[src/tcd_regs.svh]
// Purpose: Register offsets, field positions and reset values of the DMA core.
// Assumes: Byte addresses on a 32-bit Avalon-MM slave, one word per register.
// Notes:   Channel 1 registers sit one channel stride above channel 0.
`ifndef TCD_REGS_SVH
`define TCD_REGS_SVH
`define TCD_CH_STRIDE   6'h10
`define TCD_OFF_CTRL    6'h00
`define TCD_OFF_SRC     6'h04
`define TCD_OFF_DST     6'h08
`define TCD_OFF_CNT     6'h0c
`define TCD_OFF_OPER    6'h20
`define TCD_CTRL_EN     0
`define TCD_CTRL_TE     1
`define TCD_CTRL_BURST  2
`define TCD_CTRL_ACS    3
`define TCD_CTRL_SINGLE 4
`define TCD_CTRL_SRC_LO 5
`define TCD_CTRL_DS     7
`define TCD_CTRL_DL     8
`define TCD_CTRL_SZ_LO  9
`define TCD_OPER_ME     0
`define TCD_OPER_NMI    1
`define TCD_OPER_AE     2
`define TCD_OPER_PRIO   3
`define TCD_CTRL_RST    11'h000
`define TCD_OPER_RST    4'h0
`define TCD_UNIT_BEATS  2'h3
`endif

[src/tcd_pkg.sv]
// Purpose: Types shared by the DMA core.
// Assumes: Nothing beyond the register header.
// Notes:   States are one-hot.
package tcd_pkg;
   typedef enum logic [5:0] {
      ST_IDLE   = 6'h01,
      ST_GRANT  = 6'h02,
      ST_READ   = 6'h04,
      ST_WRITE  = 6'h08,
      ST_SINGLE = 6'h10,
      ST_NEXT   = 6'h20
   } tcd_state_t;
   typedef enum logic [1:0] {
      SRC_EXT  = 2'h0,
      SRC_SRX  = 2'h1,
      SRC_STX  = 2'h2,
      SRC_AUTO = 2'h3
   } tcd_reqsrc_t;
   typedef logic [10:0] tcd_ctrl_t;
endpackage

[src/tcd_dma_core.sv]
// Purpose: Two-channel DMA core with arbitration, address and bus modes.
// Assumes: System bus grant and ready come from the bus state controller.
// Notes: Registers on Avalon-MM; memSize 3 means a 16-byte unit of 4 words.
//
// Implementation choices: the Avalon-MM slave port and the placing of the registers.
`timescale 1ns/1ns
`default_nettype none
`include "tcd_regs.svh"
module tcd_dma_core (
   input  wire logic        clk,
   input  wire logic        sys_rst,
   input  wire logic [5:0]  avs_address,
   input  wire logic        avs_read,
   input  wire logic        avs_write,
   input  wire logic [31:0] avs_writedata,
   input  wire logic [3:0]  avs_byteenable,
   output logic      [31:0] avs_readdata,
   output logic             avs_waitrequest,
   input  wire logic [1:0]  externalTransferRequest,
   input  wire logic        serialRxRequest,
   input  wire logic        serialTxRequest,
   input  wire logic        nmiEvent,
   input  wire logic        addrErrorEvent,
   output logic             busRequest,
   input  wire logic        busGrant,
   output logic      [31:0] memAddr,
   output logic             memRead,
   output logic             memWrite,
   output logic      [1:0]  memSize,
   output logic      [31:0] memWdata,
   input  wire logic [31:0] memRdata,
   input  wire logic        memReady,
   output logic      [1:0]  transferAckStrobe
);
   import tcd_pkg::*;

   tcd_state_t  state_q;
   tcd_ctrl_t   ctrl_q [2];
   logic [31:0] src_q [2];
   logic [31:0] dst_q [2];
   logic [31:0] cnt_q [2];
   logic        masterEn_q;
   logic        nmiFlag_q;
   logic        addrErr_q;
   logic        prioMode_q;
   logic        prio_q;
   logic        cur_q;
   logic [1:0]  beat_q;
   logic        resp_q;
   logic [31:0] rdata_q;
   logic [1:0]  extPrev_q;
   logic [1:0]  edgePend_q;
   logic [1:0]  req;
   logic [1:0]  chWrite;
   logic        pick;
   logic        top;
   logic        beatDone;
   logic        unitDone;
   logic        keepBus;
   logic        operWrite;
   logic        cs;

   function automatic logic [31:0] merge(input logic [31:0] o,
                                         input logic [31:0] n,
                                         input logic [3:0]  be);
      logic [31:0] r;
      r = o;
      for (int i = 0; i < 4; i++) begin
         if (be[i]) begin
            r[8*i +: 8] = n[8*i +: 8];
         end
      end
      return r;
   endfunction

   // Every access answers one cycle after it is first seen.
   always_ff @(posedge clk) begin
      if (sys_rst) begin
         resp_q <= 1'b0;
      end else begin
         resp_q <= (avs_read | avs_write) & ~resp_q;
      end
   end
   assign avs_waitrequest = (avs_read | avs_write) & ~resp_q;

   always_ff @(posedge clk) begin
      if (sys_rst) begin
         avs_readdata <= 32'h0;
      end else if (avs_read & ~resp_q) begin
         avs_readdata <= rdata_q;
      end
   end

   always_comb begin
      rdata_q = 32'h0;
      cs = avs_address[4];
      if (avs_address == `TCD_OFF_OPER) begin
         rdata_q = {28'h0, prioMode_q, addrErr_q, nmiFlag_q, masterEn_q};
      end else if (avs_address[5] == 1'b0) begin
         if (avs_address[3:0] == `TCD_OFF_CTRL) begin
            rdata_q = {21'h0, ctrl_q[cs]};
         end else if (avs_address[3:0] == `TCD_OFF_SRC) begin
            rdata_q = src_q[cs];
         end else if (avs_address[3:0] == `TCD_OFF_DST) begin
            rdata_q = dst_q[cs];
         end else if (avs_address[3:0] == `TCD_OFF_CNT) begin
            rdata_q = cnt_q[cs];
         end
      end
   end

   assign operWrite = avs_write & resp_q & (avs_address == `TCD_OFF_OPER);

   // Flags set by hardware win over a software clear in the same cycle.
   always_ff @(posedge clk) begin
      if (sys_rst) begin
         {prioMode_q, addrErr_q, nmiFlag_q, masterEn_q} <= `TCD_OPER_RST;
      end else begin
         if (operWrite & avs_byteenable[0]) begin
            masterEn_q <= avs_writedata[`TCD_OPER_ME];
            prioMode_q <= avs_writedata[`TCD_OPER_PRIO];
            nmiFlag_q  <= avs_writedata[`TCD_OPER_NMI] & nmiFlag_q;
            addrErr_q  <= avs_writedata[`TCD_OPER_AE] & addrErr_q;
         end
         if (nmiEvent) begin
            nmiFlag_q <= 1'b1;
         end
         if (addrErrorEvent) begin
            addrErr_q <= 1'b1;
         end
      end
   end

   assign beatDone = memReady & ((state_q == ST_WRITE) |
                                 (state_q == ST_SINGLE));
   assign unitDone = beatDone &
      (ctrl_q[cur_q][`TCD_CTRL_SZ_LO +: 2] != 2'h3 |
       beat_q == `TCD_UNIT_BEATS);

   genvar c;
   generate
      for (c = 0; c < 2; c++) begin : g_ch
         logic        en;
         logic        sing;
         logic        ds;
         logic        dl;
         logic        extLvl;
         logic        edgeHit;
         logic        mine;
         logic [31:0] step;
         tcd_reqsrc_t rs;
         assign sing = ctrl_q[c][`TCD_CTRL_SINGLE];
         assign ds   = ctrl_q[c][`TCD_CTRL_DS];
         assign dl   = ctrl_q[c][`TCD_CTRL_DL];
         assign rs   = tcd_reqsrc_t'(ctrl_q[c][`TCD_CTRL_SRC_LO +: 2]);
         assign mine = unitDone & (cur_q == 1'(c));
         assign step = (ctrl_q[c][`TCD_CTRL_SZ_LO +: 2] == 2'h3) ? 32'h4 :
            32'h1 << ctrl_q[c][`TCD_CTRL_SZ_LO +: 2];
         assign en = ctrl_q[c][`TCD_CTRL_EN] & masterEn_q &
                     ~ctrl_q[c][`TCD_CTRL_TE] & ~nmiFlag_q &
                     ~addrErr_q;
         assign extLvl = ds ? edgePend_q[c] :
            (externalTransferRequest[c] == dl);
         assign edgeHit = dl ?
            (externalTransferRequest[c] & ~extPrev_q[c]) :
            (~externalTransferRequest[c] & extPrev_q[c]);
         always_comb begin
            if (!en) begin
               req[c] = 1'b0;
            end else if (sing) begin
               req[c] = extLvl;
            end else begin
               case (rs)
                  SRC_EXT:  req[c] = extLvl;
                  SRC_SRX:  req[c] = serialRxRequest;
                  SRC_STX:  req[c] = serialTxRequest;
                  default:  req[c] = 1'b1;
               endcase
            end
         end
         assign chWrite[c] = avs_write & resp_q & ~avs_address[5] &
                             (avs_address[4] == 1'(c));
         // A burst keeps its edge request until the end condition.
         always_ff @(posedge clk) begin
            if (sys_rst) begin
               extPrev_q[c]  <= 1'b0;
               edgePend_q[c] <= 1'b0;
            end else begin
               extPrev_q[c] <= externalTransferRequest[c];
               // Edges count only under edge sensing, so a level setup
               // leaves no stale request for a later edge setup.
               if (edgeHit & ds) begin
                  edgePend_q[c] <= 1'b1;
               end else if (mine & (~ctrl_q[c][`TCD_CTRL_BURST] |
                                    cnt_q[c] == 32'h1)) begin
                  edgePend_q[c] <= 1'b0;
               end
            end
         end
         always_ff @(posedge clk) begin
            if (sys_rst) begin
               ctrl_q[c] <= `TCD_CTRL_RST;
               src_q[c]  <= 32'h0;
               dst_q[c]  <= 32'h0;
               cnt_q[c]  <= 32'h0;
            end else begin
               if (chWrite[c]) begin
                  if (avs_address[3:0] == `TCD_OFF_CTRL) begin
                     ctrl_q[c] <= 11'(merge({21'h0, ctrl_q[c]},
                        avs_writedata & ~(32'h1 << `TCD_CTRL_TE) |
                        {31'h0, ctrl_q[c][`TCD_CTRL_TE]
                                & avs_writedata[`TCD_CTRL_TE]} <<
                        `TCD_CTRL_TE, avs_byteenable));
                  end else if (avs_address[3:0] == `TCD_OFF_SRC) begin
                     src_q[c] <= merge(src_q[c], avs_writedata,
                                       avs_byteenable);
                  end else if (avs_address[3:0] == `TCD_OFF_DST) begin
                     dst_q[c] <= merge(dst_q[c], avs_writedata,
                                       avs_byteenable);
                  end else if (avs_address[3:0] == `TCD_OFF_CNT) begin
                     cnt_q[c] <= merge(cnt_q[c], avs_writedata,
                                       avs_byteenable);
                  end
               end
               if (beatDone & (cur_q == 1'(c))) begin
                  // Single mode only moves the address-side pointer.
                  if (!sing | !ctrl_q[c][`TCD_CTRL_ACS]) begin
                     src_q[c] <= src_q[c] + step;
                  end
                  if (!sing | ctrl_q[c][`TCD_CTRL_ACS]) begin
                     dst_q[c] <= dst_q[c] + step;
                  end
               end
               if (mine) begin
                  cnt_q[c] <= cnt_q[c] - 32'h1;
                  if (cnt_q[c] == 32'h1) begin
                     ctrl_q[c][`TCD_CTRL_TE] <= 1'b1;
                  end
               end
            end
         end
      end
   endgenerate

   assign top  = prioMode_q ? prio_q : 1'b0;
   assign pick = req[top] ? top : ~top;
   // Only a burst channel keeps the bus across a unit boundary.
   assign keepBus = ctrl_q[cur_q][`TCD_CTRL_BURST] & (req != 2'h0);

   always_ff @(posedge clk) begin
      if (sys_rst) begin
         prio_q <= 1'b0;
      end else if (unitDone) begin
         prio_q <= ~cur_q;
      end
   end

   always_ff @(posedge clk) begin
      if (sys_rst) begin
         state_q <= ST_IDLE;
         cur_q   <= 1'b0;
         beat_q  <= 2'h0;
         memWdata <= 32'h0;
      end else begin
         case (state_q)
            ST_IDLE: begin
               if (req != 2'h0) begin
                  state_q <= ST_GRANT;
               end
            end
            ST_GRANT: begin
               if (busGrant & (req != 2'h0)) begin
                  cur_q   <= pick;
                  beat_q  <= 2'h0;
                  state_q <= ctrl_q[pick][`TCD_CTRL_SINGLE] ?
                             ST_SINGLE : ST_READ;
               end else if (req == 2'h0) begin
                  state_q <= ST_IDLE;
               end
            end
            ST_READ: begin
               if (memReady) begin
                  memWdata <= memRdata;
                  state_q  <= ST_WRITE;
               end
            end
            ST_WRITE, ST_SINGLE: begin
               if (unitDone) begin
                  state_q <= ST_NEXT;
               end else if (beatDone) begin
                  beat_q  <= beat_q + 2'h1;
                  state_q <= (state_q == ST_SINGLE) ? ST_SINGLE : ST_READ;
               end
            end
            ST_NEXT: begin
               if (keepBus) begin
                  cur_q   <= pick;
                  beat_q  <= 2'h0;
                  state_q <= ctrl_q[pick][`TCD_CTRL_SINGLE] ?
                             ST_SINGLE : ST_READ;
               end else begin
                  state_q <= ST_IDLE;
               end
            end
            default: state_q <= ST_IDLE;
         endcase
      end
   end

   assign busRequest = (state_q != ST_IDLE) &
                       ~((state_q == ST_NEXT) & ~keepBus);
   assign memRead  = (state_q == ST_READ) |
      ((state_q == ST_SINGLE) & ~ctrl_q[cur_q][`TCD_CTRL_ACS]);
   assign memWrite = (state_q == ST_WRITE) |
      ((state_q == ST_SINGLE) & ctrl_q[cur_q][`TCD_CTRL_ACS]);
   assign memSize  = ctrl_q[cur_q][`TCD_CTRL_SZ_LO +: 2];
   assign memAddr  = ((state_q == ST_READ) |
      ((state_q == ST_SINGLE) & ~ctrl_q[cur_q][`TCD_CTRL_ACS])) ?
      src_q[cur_q] : dst_q[cur_q];
   always_comb begin
      transferAckStrobe = 2'h0;
      if ((state_q == ST_SINGLE) |
          (state_q == ST_READ & ~ctrl_q[cur_q][`TCD_CTRL_ACS]) |
          (state_q == ST_WRITE & ctrl_q[cur_q][`TCD_CTRL_ACS])) begin
         transferAckStrobe[cur_q] = 1'b1;
      end
   end

   property p_reset_prio;
      @(posedge clk) $fell(sys_rst) |-> prio_q == 1'b0;
   endproperty
   a_reset_prio: assert property (p_reset_prio)
      else $error("priority not channel 0 after reset");

   property p_rr_swap;
      @(posedge clk) disable iff (sys_rst)
      unitDone |=> prio_q == ~$past(cur_q);
   endproperty
   a_rr_swap: assert property (p_rr_swap)
      else $error("round-robin order not handed over");

   property p_fixed_pick;
      @(posedge clk) disable iff (sys_rst)
      (state_q == ST_GRANT && busGrant && !prioMode_q && req[0])
      |=> cur_q == 1'b0;
   endproperty
   a_fixed_pick: assert property (p_fixed_pick)
      else $error("fixed priority did not pick channel 0");

   property p_dual_rw;
      @(posedge clk) disable iff (sys_rst)
      (state_q == ST_READ && memReady) |=>
      state_q == ST_WRITE && memWdata == $past(memRdata);
   endproperty
   a_dual_rw: assert property (p_dual_rw)
      else $error("read data not held for write");

   property p_single_one;
      @(posedge clk) disable iff (sys_rst)
      state_q == ST_SINGLE |-> (memRead ^ memWrite) &&
      transferAckStrobe[cur_q];
   endproperty
   a_single_one: assert property (p_single_one)
      else $error("single cycle lacks strobe or direction");

   property p_ack_cycle;
      @(posedge clk) disable iff (sys_rst)
      (state_q == ST_WRITE && transferAckStrobe != 2'h0) |->
      ctrl_q[cur_q][`TCD_CTRL_ACS];
   endproperty
   a_ack_cycle: assert property (p_ack_cycle)
      else $error("strobe in write cycle with read select");

   property p_steal_release;
      @(posedge clk) disable iff (sys_rst)
      (unitDone && !ctrl_q[cur_q][`TCD_CTRL_BURST]) |=> !busRequest;
   endproperty
   a_steal_release: assert property (p_steal_release)
      else $error("cycle-steal unit kept the bus");

   property p_gate;
      @(posedge clk) disable iff (sys_rst)
      (state_q == ST_IDLE && (!masterEn_q || nmiFlag_q || addrErr_q))
      |=> state_q == ST_IDLE;
   endproperty
   a_gate: assert property (p_gate)
      else $error("transfer started while disabled");

   property p_single_ext;
      @(posedge clk) disable iff (sys_rst)
      (state_q == ST_GRANT && busGrant && req != 2'h0 &&
       ctrl_q[pick][`TCD_CTRL_SINGLE]) |-> ctrl_q[pick][`TCD_CTRL_DS] ?
      edgePend_q[pick] :
      externalTransferRequest[pick] == ctrl_q[pick][`TCD_CTRL_DL];
   endproperty
   a_single_ext: assert property (p_single_ext)
      else $error("single transfer not from external pin");

   c_single: cover property (@(posedge clk) state_q == ST_SINGLE);
   c_dual: cover property (@(posedge clk)
      state_q == ST_READ ##1 state_q == ST_WRITE);
   c_burst: cover property (@(posedge clk)
      state_q == ST_NEXT && keepBus);
   c_swap: cover property (@(posedge clk) unitDone && cur_q);
endmodule
`default_nettype wire

[config.mk]
export PLATFORM = sky130hd
export DESIGN_NAME = tcd_dma_core
export DESIGN_NICKNAME = d
export VERILOG_FILES = /design/src/tcd_pkg.sv /design/src/tcd_dma_core.sv
export VERILOG_INCLUDE_DIRS = /design/src
export SDC_FILE = /design/constraint.sdc
export NUM_CORES = 1
export LEC_CHECK = 0
export ABC_CLOCK_PERIOD_IN_PS = 3100
export BUFFER_PORTS_ARGS = -buffer_cell sky130_fd_sc_hd__buf_2
export CAP_MARGIN = 20
export CORE_MARGIN = 3
export CORE_UTILIZATION = 60
export CTS_CLUSTER_SIZE = 8
export DETAILED_ROUTE_END_ITERATION = 7
export PLACE_DENSITY = 0.81
export SYNTH_ARGS = -nofsm -noshare
export SYNTH_HDL_FRONTEND = slang
export SYNTH_SLANG_ARGS = --single-unit
[constraint.sdc]
create_clock -name clk -period 3.1 [get_ports clk]
set_clock_uncertainty 0.1 [all_clocks]
set_input_delay 0.155 -clock clk [delete_from_list [all_inputs] [get_ports clk]]
set_output_delay 0.155 -clock clk [all_outputs]
set_load 0.005 [all_outputs]
# --- After elaboration in Yosys (flattened, before gate mapping) ---
# Memory sizes are Yosys's and may differ from the RTL's. A register that Yosys moved wholly into a read port is not among the register bits.
# Index checks and enable logic that the tools add are counted.
classes:
  addsub: 7
  order_cmp: 3
  n_eq_ne: 31
  shifts: 2
  n_mux: 300
  bitwise: 91
  n_reduce_logical: 21
ops:
  columns: ["cell", "n"]
  rows:
  - ["$mux W8", 152]
  - ["$mux W32", 21]
  - ["$add A32 B32 Y32", 4]
  - ["$mux W1", 97]
  - ["$eq A32 B1 Y1 const B", 2]
  - ["$shl A1 B2 Y32 const A", 2]
  - ["$sub A32 B1 Y32 const B", 2]
  - ["$and A1 B1 Y1", 42]
  - ["$mux W6", 6]
  - ["$pmux W6 S5", 1]
  - ["$or A1 B1 Y1", 29]
  - ["$mux W3", 8]
  - ["$mux W11", 2]
  - ["$or A11 B2 Y11", 2]
  - ["$not A1 Y1", 18]
  - ["$mux W5", 3]
  - ["$ne A2 B2 Y1 const B", 7]
  - ["$eq A6 B6 Y1 const B", 2]
  - ["$reduce_bool A2 Y1", 6]
  - ["$eq A2 B2 Y1 const B", 5]
  - ["$mux W2", 5]
  - ["$eq A4 B4 Y1 const B", 2]
  - ["$eq A6 B1 Y1 const B", 1]
  - ["$eq A6 B2 Y1 const B", 1]
  - ["25 further kinds", 35]
word_totals:
  ff_bits: 83
  ram_bits: 214
  out_inout_bits: 104
  wordCells: 474
  n_memories: 4
memory_table:
  columns: ["name", "words", "word_bits", "read_ports", "rd_clocked_by_memory_dff", "wr", "line", "source"]
  rows:
  - ["cnt_q", 2, 32, 3, 0, 2, "tcd_dma_core.sv:41", "logic [31:0] cnt_q [2];"]
  - ["dst_q", 2, 32, 4, 1, 2, "tcd_dma_core.sv:40", "logic [31:0] dst_q [2];"]
  - ["src_q", 2, 32, 4, 1, 2, "tcd_dma_core.sv:39", "logic [31:0] src_q [2];"]
  - ["ctrl_q", 2, 11, 5, 1, 2, "tcd_dma_core.sv:38", "tcd_ctrl_t ctrl_q [2];"]

# --- Longest topological paths before layout ---
# Gate-level depths: netlist (run 1).
# An unclocked memory read counts as a cell.
depth:
  depth_word: 13
  depth_mapped: 9

# --- Least setup slack after synthesis (run 1) ---
# OpenSTA, ideal clock, no wires.
synth_path:
  path_type: "register to register"
  startpoint: "mem ctrl_q[0][10] (netlist name)"
  endpoint: "mem src_q[0][26] (data pin)"
  arrival_time_ns: 2.267
  required_time_ns: 2.733
  setup_slack_ns: 0.466
  path_stages_with_launch: 9
  path_buffers: 0
  path_cell_list: "edfxtp_1 > nor2b_1 > fa_1 > a21o_1 > nand4_1 > nor4_1 > nand3_1 > xor2_1 > o21ai_0"
synth_rtl:
  columns: ["item", "line"]
  rows:
  - ["start, declared", "tcd_dma_core.sv:38"]
  - ["end, declared", "tcd_dma_core.sv:39"]

==> results of run 1 <==
[power breakdown]
part           switching [mW]  internal (mW)
Sequential              0.173           4.38
Clock                    1.76           2.60
Combinational           0.526          0.371
[per-stage QoR]
step / hold slack (ns) / std cells
floorplan: 0.1832 / 1927
global placement: 0.2992 / 2466
detailed placement: 0.3034 / 2467
CTS: 0.0002406 / 2602
global route: 0.02286 / 2605
finish: 0.02228 / 2606
[worst max-delay path: stages, from the launching register on]
cell	delay, ns
dfxtp_4	0.39
mux2_2	0.40
nor3_2	0.14
a21oi_1	0.08
or3_4	0.42
buf_12	0.21
mux4_2	0.47
buf_2	0.15
[placed cells by master, fill, tap and decap left out, types with 16 or more instances in the layout]
master and n:
nand2_1 321, edfxtp_1 214, buf_2 187, o21ai_0 176
nor2_1 121, xnor2_1 109, a21oi_1 86, dfxtp_1 83
buf_4 74, xor2_1 70, dlygate4sd3_1 65, mux4_2 58
nand3_1 57, mux2i_1 51, nor3_1 48, clkbuf_16 44
a21o_1 33, and3_1 30, o2bb2ai_1 29, inv_1 28
nand4_1 26, or3_1 22, clkbuf_1 22, nor4_1 18
a22oi_1 18, ha_1 17, nor2b_1 16, and2_1 16
[logic make-up (layout without fill, tap and decap cells)]
family / count (synthesis) / in the layout / synth area share, %
AOI/OAI and AO/OA: 427 / 427 / 13.95
xor gates and xnor gates: 179 / 179 / 8.390
adders and majority gates: 21 / 21 / 1.567
buffers and inverters: 142 / 430 / 3.194
DFF: 298 / 298 / 43.39
muxes: 112 / 112 / 9.904
other: 0 / 1 / 0
and+or+nand+nor: 748 / 748 / 19.61
[metal layers]
metal / routed length [µm] / up-vias / GRT usage, % / part of all wire, %
met5: 14 / - / 0 / 0.021
met4: 4544 / 2 / 22.85 / 6.9
met3: 9027 / 304 / 9.548 / 14
met2: 29060 / 1478 / 59.88 / 44
met1: 23070 / 8369 / 48.95 / 35
li1: - / 7607 / - / -
[registers in the layout, indices dropped and copies added, names as in the netlist, named ones only]
signal	flops
cur_q	1
ctrl_q	22
prioMode_q	1
resp_q	1
prio_q	1
nmiFlag_q	1
src_q	64
addrErr_q	1
state_q	6
avs_readdata	32
edgePend_q	2
extPrev_q	2
cnt_q	64
beat_q	2
memWdata	32
dst_q	64
masterEn_q	1
[timing repair]
action                                 in CTS  in global routing
resized for setup                           6                  3
setup endpoints to repair                  32                 45
endpoints found under the hold margin     171                  0
pin swaps                                   1                  2
hold buffers                               65                  0
gates cloned                                1                  0
buffers inserted                            0                  2
[layout make-up]
class	instances	area (µm²)
inverter	28	105.1
multi-input combinational	1487	10040
fill	2109	7940
sequential	298	8112
tap	390	488.0
antenna	1	2.502
timing repair buffer	333	2288
clock inverter	3	32.53
clock buffer	66	1184
[path summary, 6_finish.rpt]
| check | depth (start not counted) | endpoint | from | slack, ns |
|---|---|---|---|---|
| worst max-delay path | 7 | memAddr[1] | flop | 0.04 |
| worst min-delay path | 3 | nmiFlag_q$_SDFFE_PP0P_ | avs_writedata[1] | 0.02 |
| worst max register to register | 5 | cnt_q[1][11]$_SDFFCE_PP0P_ | state_q[3]$_SDFFE_PP0P_ | 0.12 |
| worst min register to register | 2 | avs_readdata[30]$_SDFFE_PP0P_ | avs_readdata[30]$_SDFFE_PP0P_ | 0.35 |
==> impl_metrics.toml, run 1 <==
[outcome]
status = "completed"

[power_and_ir_drop]
power.total_mw = 9.811
leakagePower_nw = 8.142
vdd_drop_max_mv = 0.4182
power-per-cell-area_mw_per_mm2 = 440.9

[sta]
period_share_pct = 98.82
worst_pin_slew_ns = 0.9144
setup_violations = 0
fmax_mhz = 326.4
finalHoldViolations = 0
fin_crit_ns = 3.063
grt_setup_unrepaired = "false"
slew_violations = 0
fin_tns_setup_ns = 0
max-slew-margin-rel_pct = 38.76
postLayoutSetupSlackWorst_ns = 0.03650

[final_layout]
finalNetCount = 2298
final_util_pct = 73.70
drive_gt1_share_pct = 18.87
design_area_mm2 = 0.02225
syn2layout_area_growth_pct = 19.08

[cts]
clockBufferDepth = 3
cts_num_sinks = 298
cts_tree = "built"
htreeDepth = 2
clk_pin_slew_worst_paths_ns = 0.05
cts_made_buffers = 43
ctsRootBufferMaster = "clkbuf_16"
clk_latency_ns = 0.54

[placed_design]
preCtsSetupSlack_ns = 0.1078
io_buffers = 189
placedInstanceArea_mm2 = 0.02028
hpwl_um = 45870
place_congestion = 0.9515

[critical_path]
start_kind = "flop"
end_kind = "output port"
cp.arrival_ns = 2.81
crit_fanout = 17
path_class = "flop to output port"
required_ns = 2.84

[synth]
yosys-top-cells-area = "edfxtp_1 34%, dfxtp_1 9.0%, mux4_2 7.0%"
yosysMostFrequentCell = "nand2_1"
syn_area_per_cell_um2 = 9.697
synth_nets = 2034
syn_inst = 1927
ys.flop_type = "edfxtp_1"
ys_warn_count = 0
synth_area_leader_cell = "edfxtp_1"
ys_top_cells_by_count = "321 x nand2_1, 214 x edfxtp_1, 176 x o21ai_0"
yosysUniqueCellTypes = 77
seq_area_frac_synth_pct = 43.39
synth.ff_latch_count = 298
synth_area_mm2 = 0.01869
synth_top_area_share_pct = 34.39
async_flop_share_pct = 0
synth_edf_count = 214

[min_path]
hp-class = "primary input to flop"

[drt]
vias = 17760
vias_per_cell = 6.815
drt_iter0_drc = 2698
drtPass1Iterations = 7
wire_per_inst_um = 25.22
wirelength_um = 65720
drc = 0
antenna_left = 0

[global_routing]
grt_usage_pct = 38.52
grt_pass1_wl_um = 99780
antenna_found_initial = 1
grt_overflow = 0
grt_pass1_vias = 17520
grt_max_degree = 57

[floorplan]
die_x_um = 182.5
die_area_mm2 = 0.03330
core-area_mm2 = 0.03019
initial_core_util_pct = 61.89
die_h_um = 182.5
rows = 63
ioPinCount = 190

[flow_run]
max_cap_viol_count = 0
(Power assumes the default switching activity.)
==> run 2, diff against run 1 <==
--- a/config.mk
+++ b/config.mk
@@ -10,10 +10,10 @@
 export BUFFER_PORTS_ARGS = -buffer_cell sky130_fd_sc_hd__buf_2
 export CAP_MARGIN = 20
 export CORE_MARGIN = 3
-export CORE_UTILIZATION = 60
+export CORE_UTILIZATION = 55
 export CTS_CLUSTER_SIZE = 8
 export DETAILED_ROUTE_END_ITERATION = 7
-export PLACE_DENSITY = 0.81
+export PLACE_DENSITY = 0.75
 export SYNTH_ARGS = -nofsm -noshare
 export SYNTH_HDL_FRONTEND = slang
 export SYNTH_SLANG_ARGS = --single-unit
==> run 2 against run 1 <==
Count of clock-buffer cells in the layout up 2. Utilization fell by 5.8 points. First-iteration DRC count is 16% lower. Combinational power up 1%. Worst setup slack gained 0.020 ns.
==> impl_metrics.toml, run 2 (synthesis results as in run 1) <==
[outcome]
status = "completed"

[final_layout]
top_regs = "cnt_q x64, dst_q x64, src_q x64"
final_util_pct = 67.91
multiInputGateArea_mm2 = 0.01006
drive_gt1_share_pct = 19.06
syn2layout_area_growth_pct = 20.05
final_cell_mix = "321 x nand2_1, 214 x edfxtp_1, 187 x buf_2"
seqCellArea_mm2 = 0.008112
finalNetCount = 2307
n_fill_cell = 2553
design_area_mm2 = 0.02243
final_common_cell = "nand2_1"

[critical_path]
reg2reg_from = "cnt_q[1][20]$_SDFFCE_PP0P_"
path_cells = "mux2_4, nor3_2, a21oi_1, or3_4, buf_12, mux4_2, buf_2"
cp.arrival_ns = 2.79
end_kind = "output port"
start_kind = "flop"
critPathMaxStageDelay_ns = 0.48
cp.buffers_inverters = 2
required_ns = 2.84
crit_fanout = 17
reg2reg_depth = 6
worstReg2RegEnd = "ctrl_q[1][1]$_SDFFCE_PN0P_"
cp_slowest_cell = "or3_4"
path_class = "flop to output port"
r2r_slack_ns = 0.13
cp_top_family = "multiplexers"

[floorplan]
die_area_mm2 = 0.03622
rows = 66
die_x_um = 190.3
ioPinCount = 190
core-area_mm2 = 0.03303
die_h_um = 190.3
initial_core_util_pct = 56.57

[placed_design]
preCtsSetupSlack_ns = -0.04520
placedInstanceArea_mm2 = 0.02034
place_congestion = 0.9812
hpwl_um = 45890
io_buffers = 189

[drt]
wirelength_um = 65720
wl_met1_um = 24780
drc = 0
wire_per_inst_um = 24.64
top_layer_used = "met5"
vias_per_cell = 6.493
met2_length_um = 29200
drt_iter0_drc = 2263
routed-wl-met3_um = 8289
vias = 17320
drtPass1Iterations = 6
antenna_left = 0

[min_path]
holdPathEnd = "masterEn_q$_SDFFE_PP0P_"
hp-class = "primary input to flop"
worstHoldPathCells = 4
hp-start = "avs_write"

[sta]
period_share_pct = 98.18
worst_pin_slew_ns = 0.9255
finalHoldViolations = 0
fmax_mhz = 328.5
fin_crit_ns = 3.044
grt_setup_unrepaired = "false"
slew_violations = 0
fin_tns_setup_ns = 0
setup_violations = 0
max-slew-margin-rel_pct = 37.97
postLayoutSetupSlackWorst_ns = 0.05632

[cts]
cts_tree = "built"
ctsRootBufferMaster = "clkbuf_16"
htreeDepth = 2
cts_num_sinks = 298
clk_latency_ns = 0.55
cts_made_buffers = 43
clk_pin_slew_worst_paths_ns = 0.06
clockBufferDepth = 3

[global_routing]
grt_overflow = 0
antenna_found_initial = 2
grt_pass1_vias = 16670
grt_pass1_wl_um = 98970
grt_max_degree = 70
grt_usage_pct = 35.50

[power_and_ir_drop]
power.total_mw = 9.947
power-per-cell-area_mw_per_mm2 = 443.4
leakagePower_nw = 8.202
vdd_drop_max_mv = 0.4029

[flow_run]
max_cap_viol_count = 0
[run 2: per-layer routing]
metal | track usage, % | up-vias
met3 | 8.199 | 214
met2 | 55.40 | 1222
met5 | 0 | -
met1 | 47.44 | 8241
met4 | 16.14 | 2
li1 | - | 7637
[run 2: power breakdown]
part	internal, mW	switching [mW]
Clock	2.72	1.77
Sequential	4.38	0.169
Combinational	0.378	0.527
Total	7.48	2.46
[run 2: timing repair]
action,CTS,global route
hold buffers,70,0
setup buffers,1,5
pin swaps,1,2
hold endpoints to repair,198,0
cloned,1,0
gates resized for setup,7,4
setup endpoints to repair,36,50
[run 2: cell type report]
cell class / count / area share [%]
Timing Repair Buffer: 342 / 10.49
Antenna cell: 1 / 0.01116
Tap cell: 442 / 2.465
Inverter: 28 / 0.4685
Sequential cell: 298 / 36.16
Clock buffer: 68 / 5.405
Clock inverter: 1 / 0.1339
Multi-Input combinational cell: 1487 / 44.87
[run 2: worst max path at each step]
stage / from / endpoint / cells past startpoint
floorplan: ctrl_q[0][10]$_SDFFCE_PN0P_ / src_q[0][26]$_DFFE_PP_ / 8
global placement: ctrl_q[0][10]$_SDFFCE_PN0P_ / src_q[0][26]$_DFFE_PP_ / 10
detailed placement: ctrl_q[0][10]$_SDFFCE_PN0P_ / src_q[0][26]$_DFFE_PP_ / 10
CTS: ctrl_q[0][3]$_SDFFCE_PN0P_ / memAddr[6] / 7
global route: flop / memAddr[6] / 7
finish: ctrl_q[0][3]$_SDFFCE_PN0P_ / memAddr[7] / 7
[run 2: per-stage QoR]
| step | hold WS, ns | std cells |
|---|---|---|
| after CTS | 0.004579 | 2660 |
| after global routing | 0.02603 | 2666 |
| final | 0.01555 | 2667 |
| after floorplan | 0.1832 | 1927 |
| after global placement | 0.2965 | 2519 |
| after detailed placement | 0.3034 | 2519 |
[run 2: worst register-to-register path, cell delays in order (launching register included)]
cell	delay (ns)
edfxtp_1	0.43
or4_1	0.62
nor2_1	0.34
nand3_1	0.16
nor4_1	0.63
nor2b_1	0.26
or3_1	0.14
